===== config.mk =====
export PLATFORM = sky130hd
export DESIGN_NAME = somsel_top
export DESIGN_NICKNAME = d
export VERILOG_FILES = /design/src/core/somsel_pkg.sv /design/src/core/somsel_policy.sv /design/src/core/somsel_top.sv /design/src/core/somsel_wb_slave.sv
export SDC_FILE = /design/constraint.sdc
export NUM_CORES = 1
export LEC_CHECK = 0
export CAP_MARGIN = 10
export CORE_UTILIZATION = 67
export DETAILED_ROUTE_END_ITERATION = 12
export DONT_BUFFER_PORTS = 1
export GPL_TIMING_DRIVEN = 0
export PLACE_DENSITY = 0.83
export SLEW_MARGIN = 10
export SYNTH_ARGS = -nofsm -noshare
export SYNTH_HDL_FRONTEND = slang
export SYNTH_SLANG_ARGS = --single-unit

===== constraint.sdc =====
create_clock -name clk_sys -period 8.4 [get_ports clk_sys]
set_clock_uncertainty 0.15 [all_clocks]
set_input_delay 1.26 -clock clk_sys [delete_from_list [all_inputs] [get_ports clk_sys]]
set_output_delay 1.26 -clock clk_sys [all_outputs]
set_load 0.02 [all_outputs]

===== src/core/somsel_pkg.sv =====
// Constants, types and register layout of the startup operation mode selector.
package somsel_pkg;

	// ==========================================================
	// Register byte addresses
	localparam logic [7:0] ADR_OPSEL = 8'h00;
	localparam logic [7:0] ADR_START = 8'h04;
	localparam logic [7:0] ADR_CTRL = 8'h08;
	localparam logic [7:0] ADR_STATUS = 8'h0C;

	// ==========================================================
	// Values after reset
	localparam logic [7:0] RST_OPSEL = 8'h00;
	localparam logic [7:0] RST_START = 8'h00;
	localparam logic RST_SWITCH_EN = 1'b0;

	// ==========================================================
	// Operation mode select settings
	localparam logic [7:0] OPSEL_ALL = 8'h00;
	localparam logic [7:0] OPSEL_PANEL = 8'h01;
	localparam logic [7:0] OPSEL_TERM_NET = 8'h02;
	localparam logic [7:0] OPSEL_COMB_A = 8'h03;
	localparam logic [7:0] OPSEL_COMB_B = 8'h04;
	localparam logic [7:0] OPSEL_RUN_SWITCH = 8'h06;
	localparam logic [7:0] OPSEL_STOP_GATED = 8'h07;

	// ==========================================================
	// Startup mode select settings
	localparam logic [7:0] START_AS_OPSEL = 8'h00;
	localparam logic [7:0] START_NET = 8'h01;
	localparam logic [7:0] START_PANEL_NET = 8'h0A;

	// ==========================================================
	// Control register fields
	localparam int CTRL_TERM_SW_EN_BIT = 0;
	localparam int CTRL_PANEL_SW_EN_BIT = 1;
	localparam int CTRL_REQ_BIT = 2;
	localparam int CTRL_REQ_LSB = 4;

	// ==========================================================
	// Status register fields
	localparam int STAT_MODE_LSB = 0;
	localparam int STAT_TERM_NET_BIT = 2;
	localparam int STAT_TERM_PANEL_BIT = 3;
	localparam int STAT_PANEL_NET_BIT = 4;
	localparam int STAT_RUN_OK_BIT = 5;
	localparam int STAT_FORCE_BIT = 6;
	localparam int STAT_REFUSED_BIT = 7;
	localparam int STAT_RUNNING_BIT = 8;
	localparam int STAT_CMD_SRC_BIT = 9;

	// ==========================================================
	// Types
	typedef enum logic [1:0] {
		MODE_TERMINAL = 2'h0,
		MODE_PANEL = 2'h1,
		MODE_NETWORK = 2'h2,
		MODE_COMBINED = 2'h3
	} somselMode_t;

	typedef enum logic [1:0] {
		ST_INIT = 2'h0,
		ST_HOLD = 2'h1
	} somselState_t;

	typedef struct packed {
		somselMode_t initMode;
		logic allowTermNet;
		logic allowTermPanel;
		logic allowPanelNet;
		logic changeWhileRunning;
		logic forceTerminal;
	} somselPolicy_t;

	typedef struct packed {
		logic valid;
		logic [7:0] addr;
		logic [31:0] data;
		logic [3:0] sel;
	} somselRegWr_t;

endpackage : somsel_pkg


===== src/core/somsel_policy.sv =====
// Decodes the two setting fields into start mode and change permissions.
`timescale 1ns/1ns
`default_nettype none
module somsel_policy import somsel_pkg::*; (
	input wire logic [7:0] opSel,
	input wire logic [7:0] startSel,
	input wire logic outputStopInput,
	output somselPolicy_t policy
);

	// ==========================================================
	// Setting decode; unknown values fall back to terminal with no changes
	always_comb begin
		policy.initMode = MODE_TERMINAL;
		policy.allowTermNet = 1'b0;
		policy.allowTermPanel = 1'b0;
		policy.allowPanelNet = 1'b0;
		policy.changeWhileRunning = 1'b0;
		policy.forceTerminal = 1'b0;
		case (opSel)
			OPSEL_ALL, OPSEL_RUN_SWITCH: begin
				policy.changeWhileRunning = (opSel == OPSEL_RUN_SWITCH);
				if (startSel == START_PANEL_NET) begin
					policy.initMode = MODE_NETWORK;
					policy.allowPanelNet = 1'b1;
				end else begin
					// Panel and network never pair directly here
					policy.initMode = (startSel == START_NET) ? MODE_NETWORK : MODE_TERMINAL;
					policy.allowTermNet = 1'b1;
					policy.allowTermPanel = 1'b1;
				end
			end
			OPSEL_PANEL: begin
				policy.initMode = MODE_PANEL;
			end
			OPSEL_TERM_NET: begin
				if (startSel == START_PANEL_NET) begin
					policy.initMode = MODE_NETWORK;
				end else begin
					policy.initMode = (startSel == START_NET) ? MODE_NETWORK : MODE_TERMINAL;
					policy.allowTermNet = 1'b1;
				end
			end
			OPSEL_COMB_A, OPSEL_COMB_B: begin
				policy.initMode = MODE_COMBINED;
			end
			OPSEL_STOP_GATED: begin
				if (outputStopInput) begin
					// Startup field 10 acts as field 0 for this setting
					policy.initMode = (startSel == START_NET) ? MODE_NETWORK : MODE_TERMINAL;
					policy.allowTermNet = 1'b1;
					policy.allowTermPanel = 1'b1;
				end else begin
					policy.forceTerminal = 1'b1;
				end
			end
			default: begin
				policy.initMode = MODE_TERMINAL;
			end
		endcase
	end

endmodule : somsel_policy
`default_nettype wire


===== src/core/somsel_top.sv =====
// Startup operation mode selector: settings, mode state and change arbitration.
//
// Contract
// Pick start mode at power-up, restore, reset
// Mode setting writes accepted only while stopped
// Field 0, select 0: terminal, all switching
// No direct panel-network change outside field 10
// Select 1: panel mode, no changes
// Select 2: terminal start, terminal-network only
// Select 3 or 4: combined mode, fixed
// Select 6: changes allowed while running
// Select 7: output-stop gates changes, else terminal
// Field 1: network start where allowed
// Field 10, select 0: network, panel-network while stopped
// Field 10, select 2: fixed network mode
// Field 10, select 6: panel-network while running
// Field 10, other selects act as field 0
// Panel key or panel switch requests panel-network
// Network mode enables link writes and commands
// Panel switch on panel, off network
// Select, stop, terminal, panel, source, field priority; the command source switch is only read into status here
// Start mode registered one cycle after reset
//
// Implementation choices: register access over Wishbone and the register addresses.
`timescale 1ns/1ns
`default_nettype none
module somsel_top import somsel_pkg::*; (
	input wire logic clk_sys,
	input wire logic rst_n,
	input wire logic wb_cyc_i,
	input wire logic wb_stb_i,
	input wire logic wb_we_i,
	input wire logic [7:0] wb_adr_i,
	input wire logic [31:0] wb_dat_i,
	input wire logic [3:0] wb_sel_i,
	output logic [31:0] wb_dat_o,
	output logic wb_ack_o,
	input wire logic powerRestore,
	input wire logic motorRunning,
	input wire logic outputStopInput,
	input wire logic netPanelSwitchInput,
	input wire logic netTerminalSwitchInput,
	input wire logic commandSourceSwitchInput,
	input wire logic panelModeKey,
	output logic [1:0] operationMode,
	output logic netCommandEnable
);

	// ==========================================================
	// Declarations
	somselRegWr_t regWr;
	somselPolicy_t policy;
	somselMode_t mode_q;
	somselMode_t reqTarget;
	somselState_t state_q;
	logic [31:0] rdData;
	logic [7:0] opSel_q;
	logic [7:0] startSel_q;
	logic termSwEn_q;
	logic panelSwEn_q;
	logic refused_q;
	logic keyPrev_q;
	logic netCmd_q;
	logic wrOp;
	logic wrStart;
	logic wrCtrl;
	logic wrStatus;
	logic opAccept;
	logic startAccept;
	logic anyReject;
	logic keyPress;
	logic swReq;
	logic reqValid;
	logic changeOk;

	// ==========================================================
	// Helper functions
	function automatic logic validOpSel(input logic [7:0] v);
		validOpSel = (v == OPSEL_ALL) || (v == OPSEL_PANEL) || (v == OPSEL_TERM_NET) ||
			(v == OPSEL_COMB_A) || (v == OPSEL_COMB_B) || (v == OPSEL_RUN_SWITCH) ||
			(v == OPSEL_STOP_GATED);
	endfunction : validOpSel

	function automatic logic validStart(input logic [7:0] v);
		validStart = (v == START_AS_OPSEL) || (v == START_NET) || (v == START_PANEL_NET);
	endfunction : validStart

	// Unordered pair check against the current permission set
	function automatic logic pairAllowed(input somselPolicy_t p, input somselMode_t a,
		input somselMode_t b);
		logic tn;
		logic tp;
		logic pn;
		tn = ((a == MODE_TERMINAL) && (b == MODE_NETWORK)) ||
			((a == MODE_NETWORK) && (b == MODE_TERMINAL));
		tp = ((a == MODE_TERMINAL) && (b == MODE_PANEL)) ||
			((a == MODE_PANEL) && (b == MODE_TERMINAL));
		pn = ((a == MODE_PANEL) && (b == MODE_NETWORK)) ||
			((a == MODE_NETWORK) && (b == MODE_PANEL));
		pairAllowed = (tn && p.allowTermNet) || (tp && p.allowTermPanel) ||
			(pn && p.allowPanelNet);
	endfunction : pairAllowed

	// ==========================================================
	// Bus front end and setting decoder
	somsel_wb_slave u_wb (
		.clk_sys(clk_sys),
		.rst_n(rst_n),
		.wb_cyc_i(wb_cyc_i),
		.wb_stb_i(wb_stb_i),
		.wb_we_i(wb_we_i),
		.wb_adr_i(wb_adr_i),
		.wb_dat_i(wb_dat_i),
		.wb_sel_i(wb_sel_i),
		.rdData(rdData),
		.wb_dat_o(wb_dat_o),
		.wb_ack_o(wb_ack_o),
		.regWr(regWr)
	);

	somsel_policy u_policy (
		.opSel(opSel_q),
		.startSel(startSel_q),
		.outputStopInput(outputStopInput),
		.policy(policy)
	);

	// ==========================================================
	// Write address decode; all writable fields live in byte lane 0
	always_comb begin
		wrOp = 1'b0;
		wrStart = 1'b0;
		wrCtrl = 1'b0;
		wrStatus = 1'b0;
		if (!regWr.valid || !regWr.sel[0]) begin
			wrOp = 1'b0;
		end else if (regWr.addr == ADR_OPSEL) begin
			wrOp = 1'b1;
		end else if (regWr.addr == ADR_START) begin
			wrStart = 1'b1;
		end else if (regWr.addr == ADR_CTRL) begin
			wrCtrl = 1'b1;
		end else if (regWr.addr == ADR_STATUS) begin
			wrStatus = 1'b1;
		end
	end

	// Setting writes only land while the motor is stopped
	assign opAccept = wrOp && !motorRunning && validOpSel(regWr.data[7:0]);
	assign startAccept = wrStart && !motorRunning && validStart(regWr.data[7:0]);
	assign anyReject = (wrOp && !opAccept) || (wrStart && !startAccept);

	// ==========================================================
	// Setting registers
	always_ff @(posedge clk_sys) begin
		if (!rst_n) begin
			opSel_q <= RST_OPSEL;
		end else if (opAccept) begin
			opSel_q <= regWr.data[7:0];
		end
	end

	always_ff @(posedge clk_sys) begin
		if (!rst_n) begin
			startSel_q <= RST_START;
		end else if (startAccept) begin
			startSel_q <= regWr.data[7:0];
		end
	end

	// Switch input enables, written at any time
	always_ff @(posedge clk_sys) begin
		if (!rst_n) begin
			termSwEn_q <= RST_SWITCH_EN;
			panelSwEn_q <= RST_SWITCH_EN;
		end else if (wrCtrl) begin
			termSwEn_q <= regWr.data[CTRL_TERM_SW_EN_BIT];
			panelSwEn_q <= regWr.data[CTRL_PANEL_SW_EN_BIT];
		end
	end

	// Sticky refusal flag; a new refusal beats a same-cycle clear
	always_ff @(posedge clk_sys) begin
		if (!rst_n) begin
			refused_q <= 1'b0;
		end else if (anyReject) begin
			refused_q <= 1'b1;
		end else if (wrStatus && regWr.data[STAT_REFUSED_BIT]) begin
			refused_q <= 1'b0;
		end
	end

	// ==========================================================
	// Change requests
	always_ff @(posedge clk_sys) begin
		if (!rst_n) begin
			keyPrev_q <= 1'b0;
		end else begin
			keyPrev_q <= panelModeKey;
		end
	end

	// One request per key press, not per cycle held
	assign keyPress = panelModeKey && !keyPrev_q;
	assign swReq = wrCtrl && regWr.data[CTRL_REQ_BIT];

	// Terminal switch outranks panel switch, which outranks the key
	always_comb begin
		reqValid = 1'b0;
		reqTarget = mode_q;
		if (termSwEn_q && policy.allowTermNet &&
			((mode_q == MODE_TERMINAL) || (mode_q == MODE_NETWORK))) begin
			reqValid = 1'b1;
			reqTarget = netTerminalSwitchInput ? MODE_NETWORK : MODE_TERMINAL;
		end else if (panelSwEn_q && policy.allowPanelNet) begin
			reqValid = 1'b1;
			reqTarget = netPanelSwitchInput ? MODE_PANEL : MODE_NETWORK;
		end else if (keyPress) begin
			reqValid = 1'b1;
			if (policy.allowPanelNet) begin
				reqTarget = (mode_q == MODE_PANEL) ? MODE_NETWORK : MODE_PANEL;
			end else begin
				reqTarget = (mode_q == MODE_PANEL) ? MODE_TERMINAL : MODE_PANEL;
			end
		end else if (swReq) begin
			reqValid = 1'b1;
			reqTarget = somselMode_t'(regWr.data[CTRL_REQ_LSB +: 2]);
		end
	end

	// Running blocks a change unless the setting allows it
	assign changeOk = reqValid && (reqTarget != mode_q) &&
		pairAllowed(policy, mode_q, reqTarget) &&
		(policy.changeWhileRunning || !motorRunning);

	// ==========================================================
	// Mode state: load start mode, then hold until a permitted change
	always_ff @(posedge clk_sys) begin
		if (!rst_n) begin
			state_q <= ST_INIT;
			mode_q <= MODE_TERMINAL;
		end else begin
			case (state_q)
				ST_INIT: begin
					mode_q <= policy.initMode;
					state_q <= ST_HOLD;
				end
				ST_HOLD: begin
					// Restore or new setting re-runs the start decision
					if (powerRestore || opAccept || startAccept) begin
						state_q <= ST_INIT;
					end else if (policy.forceTerminal) begin
						mode_q <= MODE_TERMINAL;
					end else if (changeOk) begin
						mode_q <= reqTarget;
					end
				end
				default: begin
					state_q <= ST_INIT;
				end
			endcase
		end
	end

	// Link side may write parameters and issue commands in network mode
	always_ff @(posedge clk_sys) begin
		if (!rst_n) begin
			netCmd_q <= 1'b0;
		end else begin
			netCmd_q <= (mode_q == MODE_NETWORK);
		end
	end

	assign operationMode = mode_q;
	assign netCommandEnable = netCmd_q;

	// ==========================================================
	// Read mux; unmapped addresses read as zero
	always_comb begin
		rdData = 32'h0000_0000;
		if (wb_adr_i == ADR_OPSEL) begin
			rdData[7:0] = opSel_q;
		end else if (wb_adr_i == ADR_START) begin
			rdData[7:0] = startSel_q;
		end else if (wb_adr_i == ADR_CTRL) begin
			rdData[CTRL_TERM_SW_EN_BIT] = termSwEn_q;
			rdData[CTRL_PANEL_SW_EN_BIT] = panelSwEn_q;
		end else if (wb_adr_i == ADR_STATUS) begin
			rdData[STAT_MODE_LSB +: 2] = mode_q;
			rdData[STAT_TERM_NET_BIT] = policy.allowTermNet;
			rdData[STAT_TERM_PANEL_BIT] = policy.allowTermPanel;
			rdData[STAT_PANEL_NET_BIT] = policy.allowPanelNet;
			rdData[STAT_RUN_OK_BIT] = policy.changeWhileRunning;
			rdData[STAT_FORCE_BIT] = policy.forceTerminal;
			rdData[STAT_REFUSED_BIT] = refused_q;
			rdData[STAT_RUNNING_BIT] = motorRunning;
			rdData[STAT_CMD_SRC_BIT] = commandSourceSwitchInput;
		end
	end

endmodule : somsel_top
`default_nettype wire


===== src/core/somsel_wb_slave.sv =====
// Classic Wishbone slave front end with registered acknowledge and read data.
`timescale 1ns/1ns
`default_nettype none
module somsel_wb_slave import somsel_pkg::*; (
	input wire logic clk_sys,
	input wire logic rst_n,
	input wire logic wb_cyc_i,
	input wire logic wb_stb_i,
	input wire logic wb_we_i,
	input wire logic [7:0] wb_adr_i,
	input wire logic [31:0] wb_dat_i,
	input wire logic [3:0] wb_sel_i,
	input wire logic [31:0] rdData,
	output logic [31:0] wb_dat_o,
	output logic wb_ack_o,
	output somselRegWr_t regWr
);

	logic ack_q;
	logic [31:0] dat_q;
	logic newReq;

	// ==========================================================
	// One wait state, then ack for exactly one cycle
	assign newReq = wb_cyc_i && wb_stb_i && !ack_q;

	always_ff @(posedge clk_sys) begin
		if (!rst_n) begin
			ack_q <= 1'b0;
		end else begin
			ack_q <= newReq;
		end
	end

	// Read data captured with the ack so it is stable while ack is high
	always_ff @(posedge clk_sys) begin
		if (!rst_n) begin
			dat_q <= 32'h0000_0000;
		end else if (newReq) begin
			dat_q <= rdData;
		end
	end

	// Write commits on the edge where the master sees ack
	always_comb begin
		regWr.valid = wb_cyc_i && wb_stb_i && wb_we_i && ack_q;
		regWr.addr = wb_adr_i;
		regWr.data = wb_dat_i;
		regWr.sel = wb_sel_i;
	end

	assign wb_ack_o = ack_q;
	assign wb_dat_o = dat_q;

endmodule : somsel_wb_slave
`default_nettype wire


# --- After elaboration in Yosys (flattened, before gate mapping) ---
# Index checks and enable logic that the tools add are counted.
word_totals:
  elab_cells: 157
  regBits: 36
  inputBits: 56
  output_inout_bits: 36
classes:
  muxes: 54
  eq_ne: 27
  reduce_logical: 65
op_table:
  columns: ["operator", "count"]
  rows:
  - ["8-bit by 3-bit equality test with 1-bit output, second input constant", 7]
  - ["2-bit 2-to-1 mux", 19]
  - ["8-bit by 2-bit equality test with 1-bit output, second input constant", 4]
  - ["8-bit by 4-bit equality test with 1-bit output, second input constant", 4]
  - ["1-bit logical AND", 28]
  - ["1-bit 2-to-1 mux", 25]
  - ["8-bit by 1-bit equality test with 1-bit output, second input constant", 3]
  - ["8-bit zero test", 3]
  - ["8-bit 2-to-1 mux", 3]
  - ["1-bit logical OR", 18]
  - ["10-bit 2-to-1 mux", 1]
  - ["2-bit case mux with 2 select lines", 2]
  - ["2-bit case mux with 4 select lines", 1]
  - ["1-bit zero test", 7]
  - ["2-bit by 1-bit equality test with 1-bit output, second input constant", 3]
  - ["2-bit zero test", 3]
  - ["2-bit equality test, second input constant", 2]
  - ["4-bit 2-to-1 mux", 1]
  - ["2-bit inequality test, second input constant", 2]
  - ["2-bit nonzero test", 2]
  - ["2-bit OR reduction", 2]
  - ["3-bit inequality test, second input constant", 1]
  - ["1-bit case mux with 3 select lines", 1]
  - ["3-bit AND reduction", 1]
  - ["other kinds (3)", 3]

# --- Logic depth before layout (Yosys ltp) ---
depth:
  depth_word: 23
  ltp_mapped: 10
  mapped_depth_nobuf: 9

# --- Cells and area by module ---
# A second synthesis with hierarchy kept.
hier_totals:
  cells_unflattened: 399
  area_unflattened_um2: 3487.1
by_module_without_submodules:
  columns: ["module", "cells_per_inst", "area_each_um2", "n_inst", "seq_area_each_um2"]
  rows:
  - ["somsel_wb_slave", 187, 1677.9, 1, 660.6]
  - ["somsel_top", 176, 1574.0, 1, 480.5]
  - ["somsel_policy", 36, 235.2, 1, 0.0]

# --- Worst setup path before layout ---
# Ideal clock, no wire load.
synth_timing:
  path_type: "input port to flip-flop"
  from: "input port wb_adr_i[1]"
  to: "register mode_q[0], in the netlist operationMode[0]"
  arrival_time_ns: 3.295
  setup_slack_ns: 4.833
  t_required_ns: 8.128
  setup_time_ns: 0.122
  stages: 9
  path_cell_list: "or4_4 nor4_4 nand3_1 a32o_1 o211ai_2 a21bo_1 a211oi_2 a21oi_2 mux2i_1"
synth_via:
  elab_chain_cells: 20
  elab_cells_between_ends: 55
synth_lines:
  columns: ["element", "line_no", "text"]
  rows:
  - ["start: declaration", "somsel_top.sv:33", "input wire logic [7:0] wb_adr_i,"]
  - ["8-bit by 4-bit equality test with 1-bit output", "somsel_top.sv:141", "end else if (regWr.addr == ADR_CTRL) begin"]
  - ["1-bit 2-to-1 mux", "somsel_top.sv:141", null]
  - ["1-bit 2-to-1 mux", "somsel_top.sv:139", "end else if (regWr.addr == ADR_START) begin"]
  - ["1-bit 2-to-1 mux", "somsel_top.sv:137", "end else if (regWr.addr == ADR_OPSEL) begin"]
  - ["1-bit 2-to-1 mux", "somsel_top.sv:135", "if (!regWr.valid || !regWr.sel[0]) begin"]
  - ["1-bit logical AND", "somsel_top.sv:205", "assign swReq = wrCtrl && regWr.data[CTRL_REQ_BIT];"]
  - ["2-bit 2-to-1 mux", "somsel_top.sv:225", "end else if (swReq) begin"]
  - ["2-bit 2-to-1 mux", "somsel_top.sv:218", "end else if (keyPress) begin"]
  - ["(+3 left out)", null, null]
  - ["1-bit logical AND (on tied branches)", null, null]
  - ["1-bit logical OR (on tied branches)", "somsel_top.sv:94, somsel_top.sv:96", null]
  - ["1-bit logical AND", "somsel_top.sv:100", "pairAllowed = (tn && p.allowTermNet) || (tp && p.allowTermPanel) ||"]
  - ["1-bit logical OR (2 in series)", "somsel_top.sv:100", null]
  - ["1-bit logical AND", "somsel_top.sv:232", "assign changeOk = reqValid && (reqTarget != mode_q) &&"]
  - ["1-bit logical AND", "somsel_top.sv:233", "pairAllowed(policy, mode_q, reqTarget) &&"]
  - ["3-bit inequality test (no source line)", null, null]
  - ["3-bit AND reduction (no source line)", null, null]
  - ["end signal: assignment", "somsel_top.sv:245", "mode_q <= policy.initMode;"]
  - ["end signal: assignment", "somsel_top.sv:255", "mode_q <= reqTarget;"]
  - ["end: declaration", "somsel_top.sv:53", "somselMode_t mode_q;"]
# Parallel ways exist; a longest one is shown, timed or not. The select of a mux whose other input is x is not followed.
# A chain may end at the register's enable or synchronous reset.

# --- Final worst setup path ---
# Same ends and word-level chain as after synthesis.

==> results.rst <==
.. list-table::
   :header-rows: 1

   * - Metric
     - Value
   * - Outcome
     - complete, no violations
   * - Quantity of gates resized following cts
     - 0
   * - Library cell used as clock root buffer
     - clkbuf_4
   * - Drt initial violations
     - 83
   * - Final antenna-violating net count
     - 0
   * - Post-DR wirelength/cell
     - 15.22 µm
   * - Final wirelength
     - 5158 µm
   * - Largest net degree at the start of global routing
     - 12
   * - Net switching component of the power
     - 0.08496 mW
   * - Maximum root-to-sink buffer count
     - 2
   * - Post-CTS setup buffer count
     - 0
   * - CP max stage delay
     - 0.53 ns
   * - Setup TNS Final
     - 0 ns
   * - Initial core utilization
     - 71.53%
   * - Placed cell count
     - 331
   * - H-Tree Depth
     - 2
   * - Non-filler instance count after layout
     - 339
   * - Number of sinks on the clock net
     - 35
   * - Cell row count
     - 20
   * - Critical Path Fanout Max
     - 9
   * - Worst slew margin relative to its limit
     - 60.79%
   * - Total power divided by cell area
     - 125.2 nW/µm²
   * - Overflow after GRT
     - 0
   * - Portion of synthesized cell area occupied by the leading cell type
     - 31.57%
   * - Cells taking the most area after synthesis
     - dfxtp_1 32%, buf_4 7.8%, mux2i_1 4.5%
   * - Number of I/O pins
     - 92
   * - Data arrival time of the critical path
     - 3.79 ns
   * - Period utilisation layout
     - 43.49%
   * - Worst min path class
     - reg -> reg
   * - Clock latency reported for the late side of the worst-skew pair
     - 0.35 ns
   * - Area of the placeable core
     - 3103 µm²
   * - Count of max-cap constraint violations
     - 0
   * - Leakage power figure
     - 1.045 nW
   * - Gate count after technology mapping
     - 266
   * - Final number of setup-violating endpoints
     - 0
   * - Top cell type by total area after synthesis
     - dfxtp_1
   * - Count of endpoints failing hold in the final timing report
     - 0
   * - Final Max Slew Viols
     - 0
   * - Detailed-route via count
     - 1,997
   * - Internal power consumption
     - 0.2165 mW
   * - Share of synthesized registers carrying an async set or reset
     - 0%
   * - Post-layout net count
     - 350
   * - RSZ-0062 raised after global routing
     - no
   * - Final weighted congestion in routability-driven placement
     - 0.9443
   * - Remaining routing DRC violations
     - 0
   * - Number of register bits inferred by synthesis
     - 35
   * - Antenna violations before repair
     - 0
   * - Sequential standard cell area
     - 700.7 µm²
   * - Switching power share of the total
     - 28.18%
   * - Global-route wire length before repair
     - 8073 µm
   * - CP max stage cell
     - or4_4
   * - Number of vias per cell after detailed routing
     - 5.891
   * - CP Capture Type
     - flop
   * - Highest clock frequency the design can meet
     - 273.7 MHz
   * - Detailed-router iteration count before antenna repair
     - 4
   * - Clock tree from TritonCTS
     - built
   * - Finished Core Util
     - 77.58%
   * - Crit Path Class
     - in -> reg
   * - Transition at the pin with the smallest max-transition slack
     - 0.5860 ns
   * - Clock transition at path regs
     - 0.11 ns
   * - Crit path required time
     - 8.54 ns
   * - Highest-count cells in the layout ignoring fill and taps
     - 35 x dfxtp_1, 25 x nand2_1, 23 x buf_4, 22 x conb_1
   * - Startpoint type of the worst setup path
     - input pin
   * - Combined area of the multi-input logic cells
     - 1365 µm²
   * - Synth unique cells
     - 54
   * - Sequential group share of total power
     - 56.5%
   * - Number of CTS-inserted buffers
     - 5
   * - Register area share after synthesis
     - 31.57%
   * - Die height
     - 59.56 µm
   * - Count of yosys warnings during synthesis
     - 0
   * - Ratio of cells with drive above 1 in the final layout
     - 17.97%
   * - Post-layout minimum cycle time
     - 3.653 ns
   * - Post-synthesis average cell area
     - 8.344 µm²
   * - Die width
     - 59.56 µm
   * - Power share of the combinational group
     - 13.3%
   * - Number of inserted diodes
     - 0
   * - Share of total power in the clock network
     - 30.2%
   * - Number of buffer cells added on primary ports
     - 0
   * - Most used flip-flop cell after synthesis
     - dfxtp_1
   * - Overall track demand over capacity in global routing
     - 30.93%
   * - Count of hold buffers inserted by post-cts repair
     - 0
   * - EDFF count, synth
     - 0
   * - HPWL Detailed
     - 4014 µm
   * - List of cells traversed by the critical path
     - or4_4 -> nor3_1 -> and2_1 -> buf_2 -> nand3_1 -> nand2_1 -> o21a_1 -> a211oi_2 -> a21oi_2 -> mux2i_1
   * - Die area
     - 3547 µm²
   * - Layout overhead on the synthesized area
     - 8.456%
   * - Most common library cell in the layout ignoring fill and taps
     - dfxtp_1
   * - Fill count
     - 259
   * - Cell area after technology mapping
     - 2220 µm²
   * - Maximum vdd drop
     - 0.09493 mV
   * - Via count of the first global-routing pass
     - 1,721
## path summary, 6_finish.rpt
path                 start                to  slack [ns]  cells after the start
max reg2reg     opSel_q[4]  operationMode[0]        5.59                      9
min reg2reg  startSel_q[6]     startSel_q[6]        0.38                      1
min          startSel_q[6]     startSel_q[6]        0.38                      1
max            wb_adr_i[1]  operationMode[0]        4.75                     10
## synthesized netlist by cell type, types with 2 or more instances
cell and n:
a31oi_1 2, nand2b_1 5, mux4_2 2, o21ai_0 8
a22oi_1 5, nand4_1 5, nand2_1 25, a21oi_1 7
or4_1 2, nor4b_1 2, o211a_1 2, o21a_1 2
buf_2 3, buf_4 23, o32ai_1 2, and3_1 14
dfxtp_1 35, mux2_2 2, nand3b_1 2, or3_1 2
a21boi_0 5, clkbuf_1 5, nor2b_1 11, and2_1 7
xnor2_1 2, or4_4 2, inv_1 7, nand3_1 16
mux2i_1 10, nor3_1 8, nor2_1 16, and2b_1 2
o211ai_1 2, or2_2 3
## layer usage
layer / wire, µm / global-route usage, %
met5: 0 / 0
met4: 68 / 11.96
met3: 571 / 8.952
met2: 2274 / 47.19
met1: 2244 / 41.25
## stage by stage
step / setup slack (ns) / hold slack, ns / total power, mW / area [µm²]
5_1_grt: 4.521 / 0.3981 / 0.3135 / 2407
4_1_cts: 4.753 / 0.3735 / 0.3023 / 2407
6_report: 4.747 / 0.3785 / 0.3015 / 2407
3_3_place_gp: 4.450 / 0.3428 / 0.2130 / 2354
2_1_floorplan: 4.833 / 0.3203 / 0.2089 / 2298
3_5_place_dp: 4.384 / 0.3524 / 0.2135 / 2354
## registers in the layout, summed over array words and instances (netlist names)
register / cells
u_wb.wb_dat_o: 10
opSel_q: 8
startSel_q: 8
operationMode: 2
keyPrev_q: 1
netCommandEnable: 1
panelSwEn_q: 1
refused_q: 1
state_q: 1
termSwEn_q: 1
u_wb.wb_ack_o: 1
## critical path: cells and delay by family
kind	cells	cell delay (ns)
and+or+nand+nor	5	1.67
muxes	1	0.20
buffers and inverters	1	0.21
AOI/OAI and AO/OA	3	0.44
## cell families (layout without fill, tap and decap cells)
| logic type | after synthesis | count (layout) | synth area share [%] |
|---|---|---|---|
| AO/OA/AOI/OAI | 49 | 49 | 17.31 |
| XOR/XNOR | 2 | 2 | 0.7893 |
| buffers and inverters | 38 | 46 | 10.49 |
| flip-flops | 35 | 35 | 31.57 |
| multiplexers | 14 | 14 | 7.554 |
| other | 1 | 22 | 0.1689 |
| AND/OR/NAND/NOR | 127 | 127 | 32.13 |
## power groups by stage
stage | clock network (mW) | registers [mW] | logic [mW]
after floorplan | 0 | 0.174 | 0.0353
after global placement | 0 | 0.174 | 0.0391
after detailed placement | 0 | 0.174 | 0.0395
after CTS | 0.0926 | 0.170 | 0.0395
after global routing | 0.0993 | 0.170 | 0.0437
final | 0.0910 | 0.170 | 0.0402
## final cells by class
type	count	share of cell area, %
tap	44	2.287
clock buffer	6	1.715
buffer	31	8.576
inverter	7	1.091
clock inverter	2	0.5198
multi-input combinational	214	56.70
sequential	35	29.11
No activity file was read; power rests on OpenSTA's default activity.
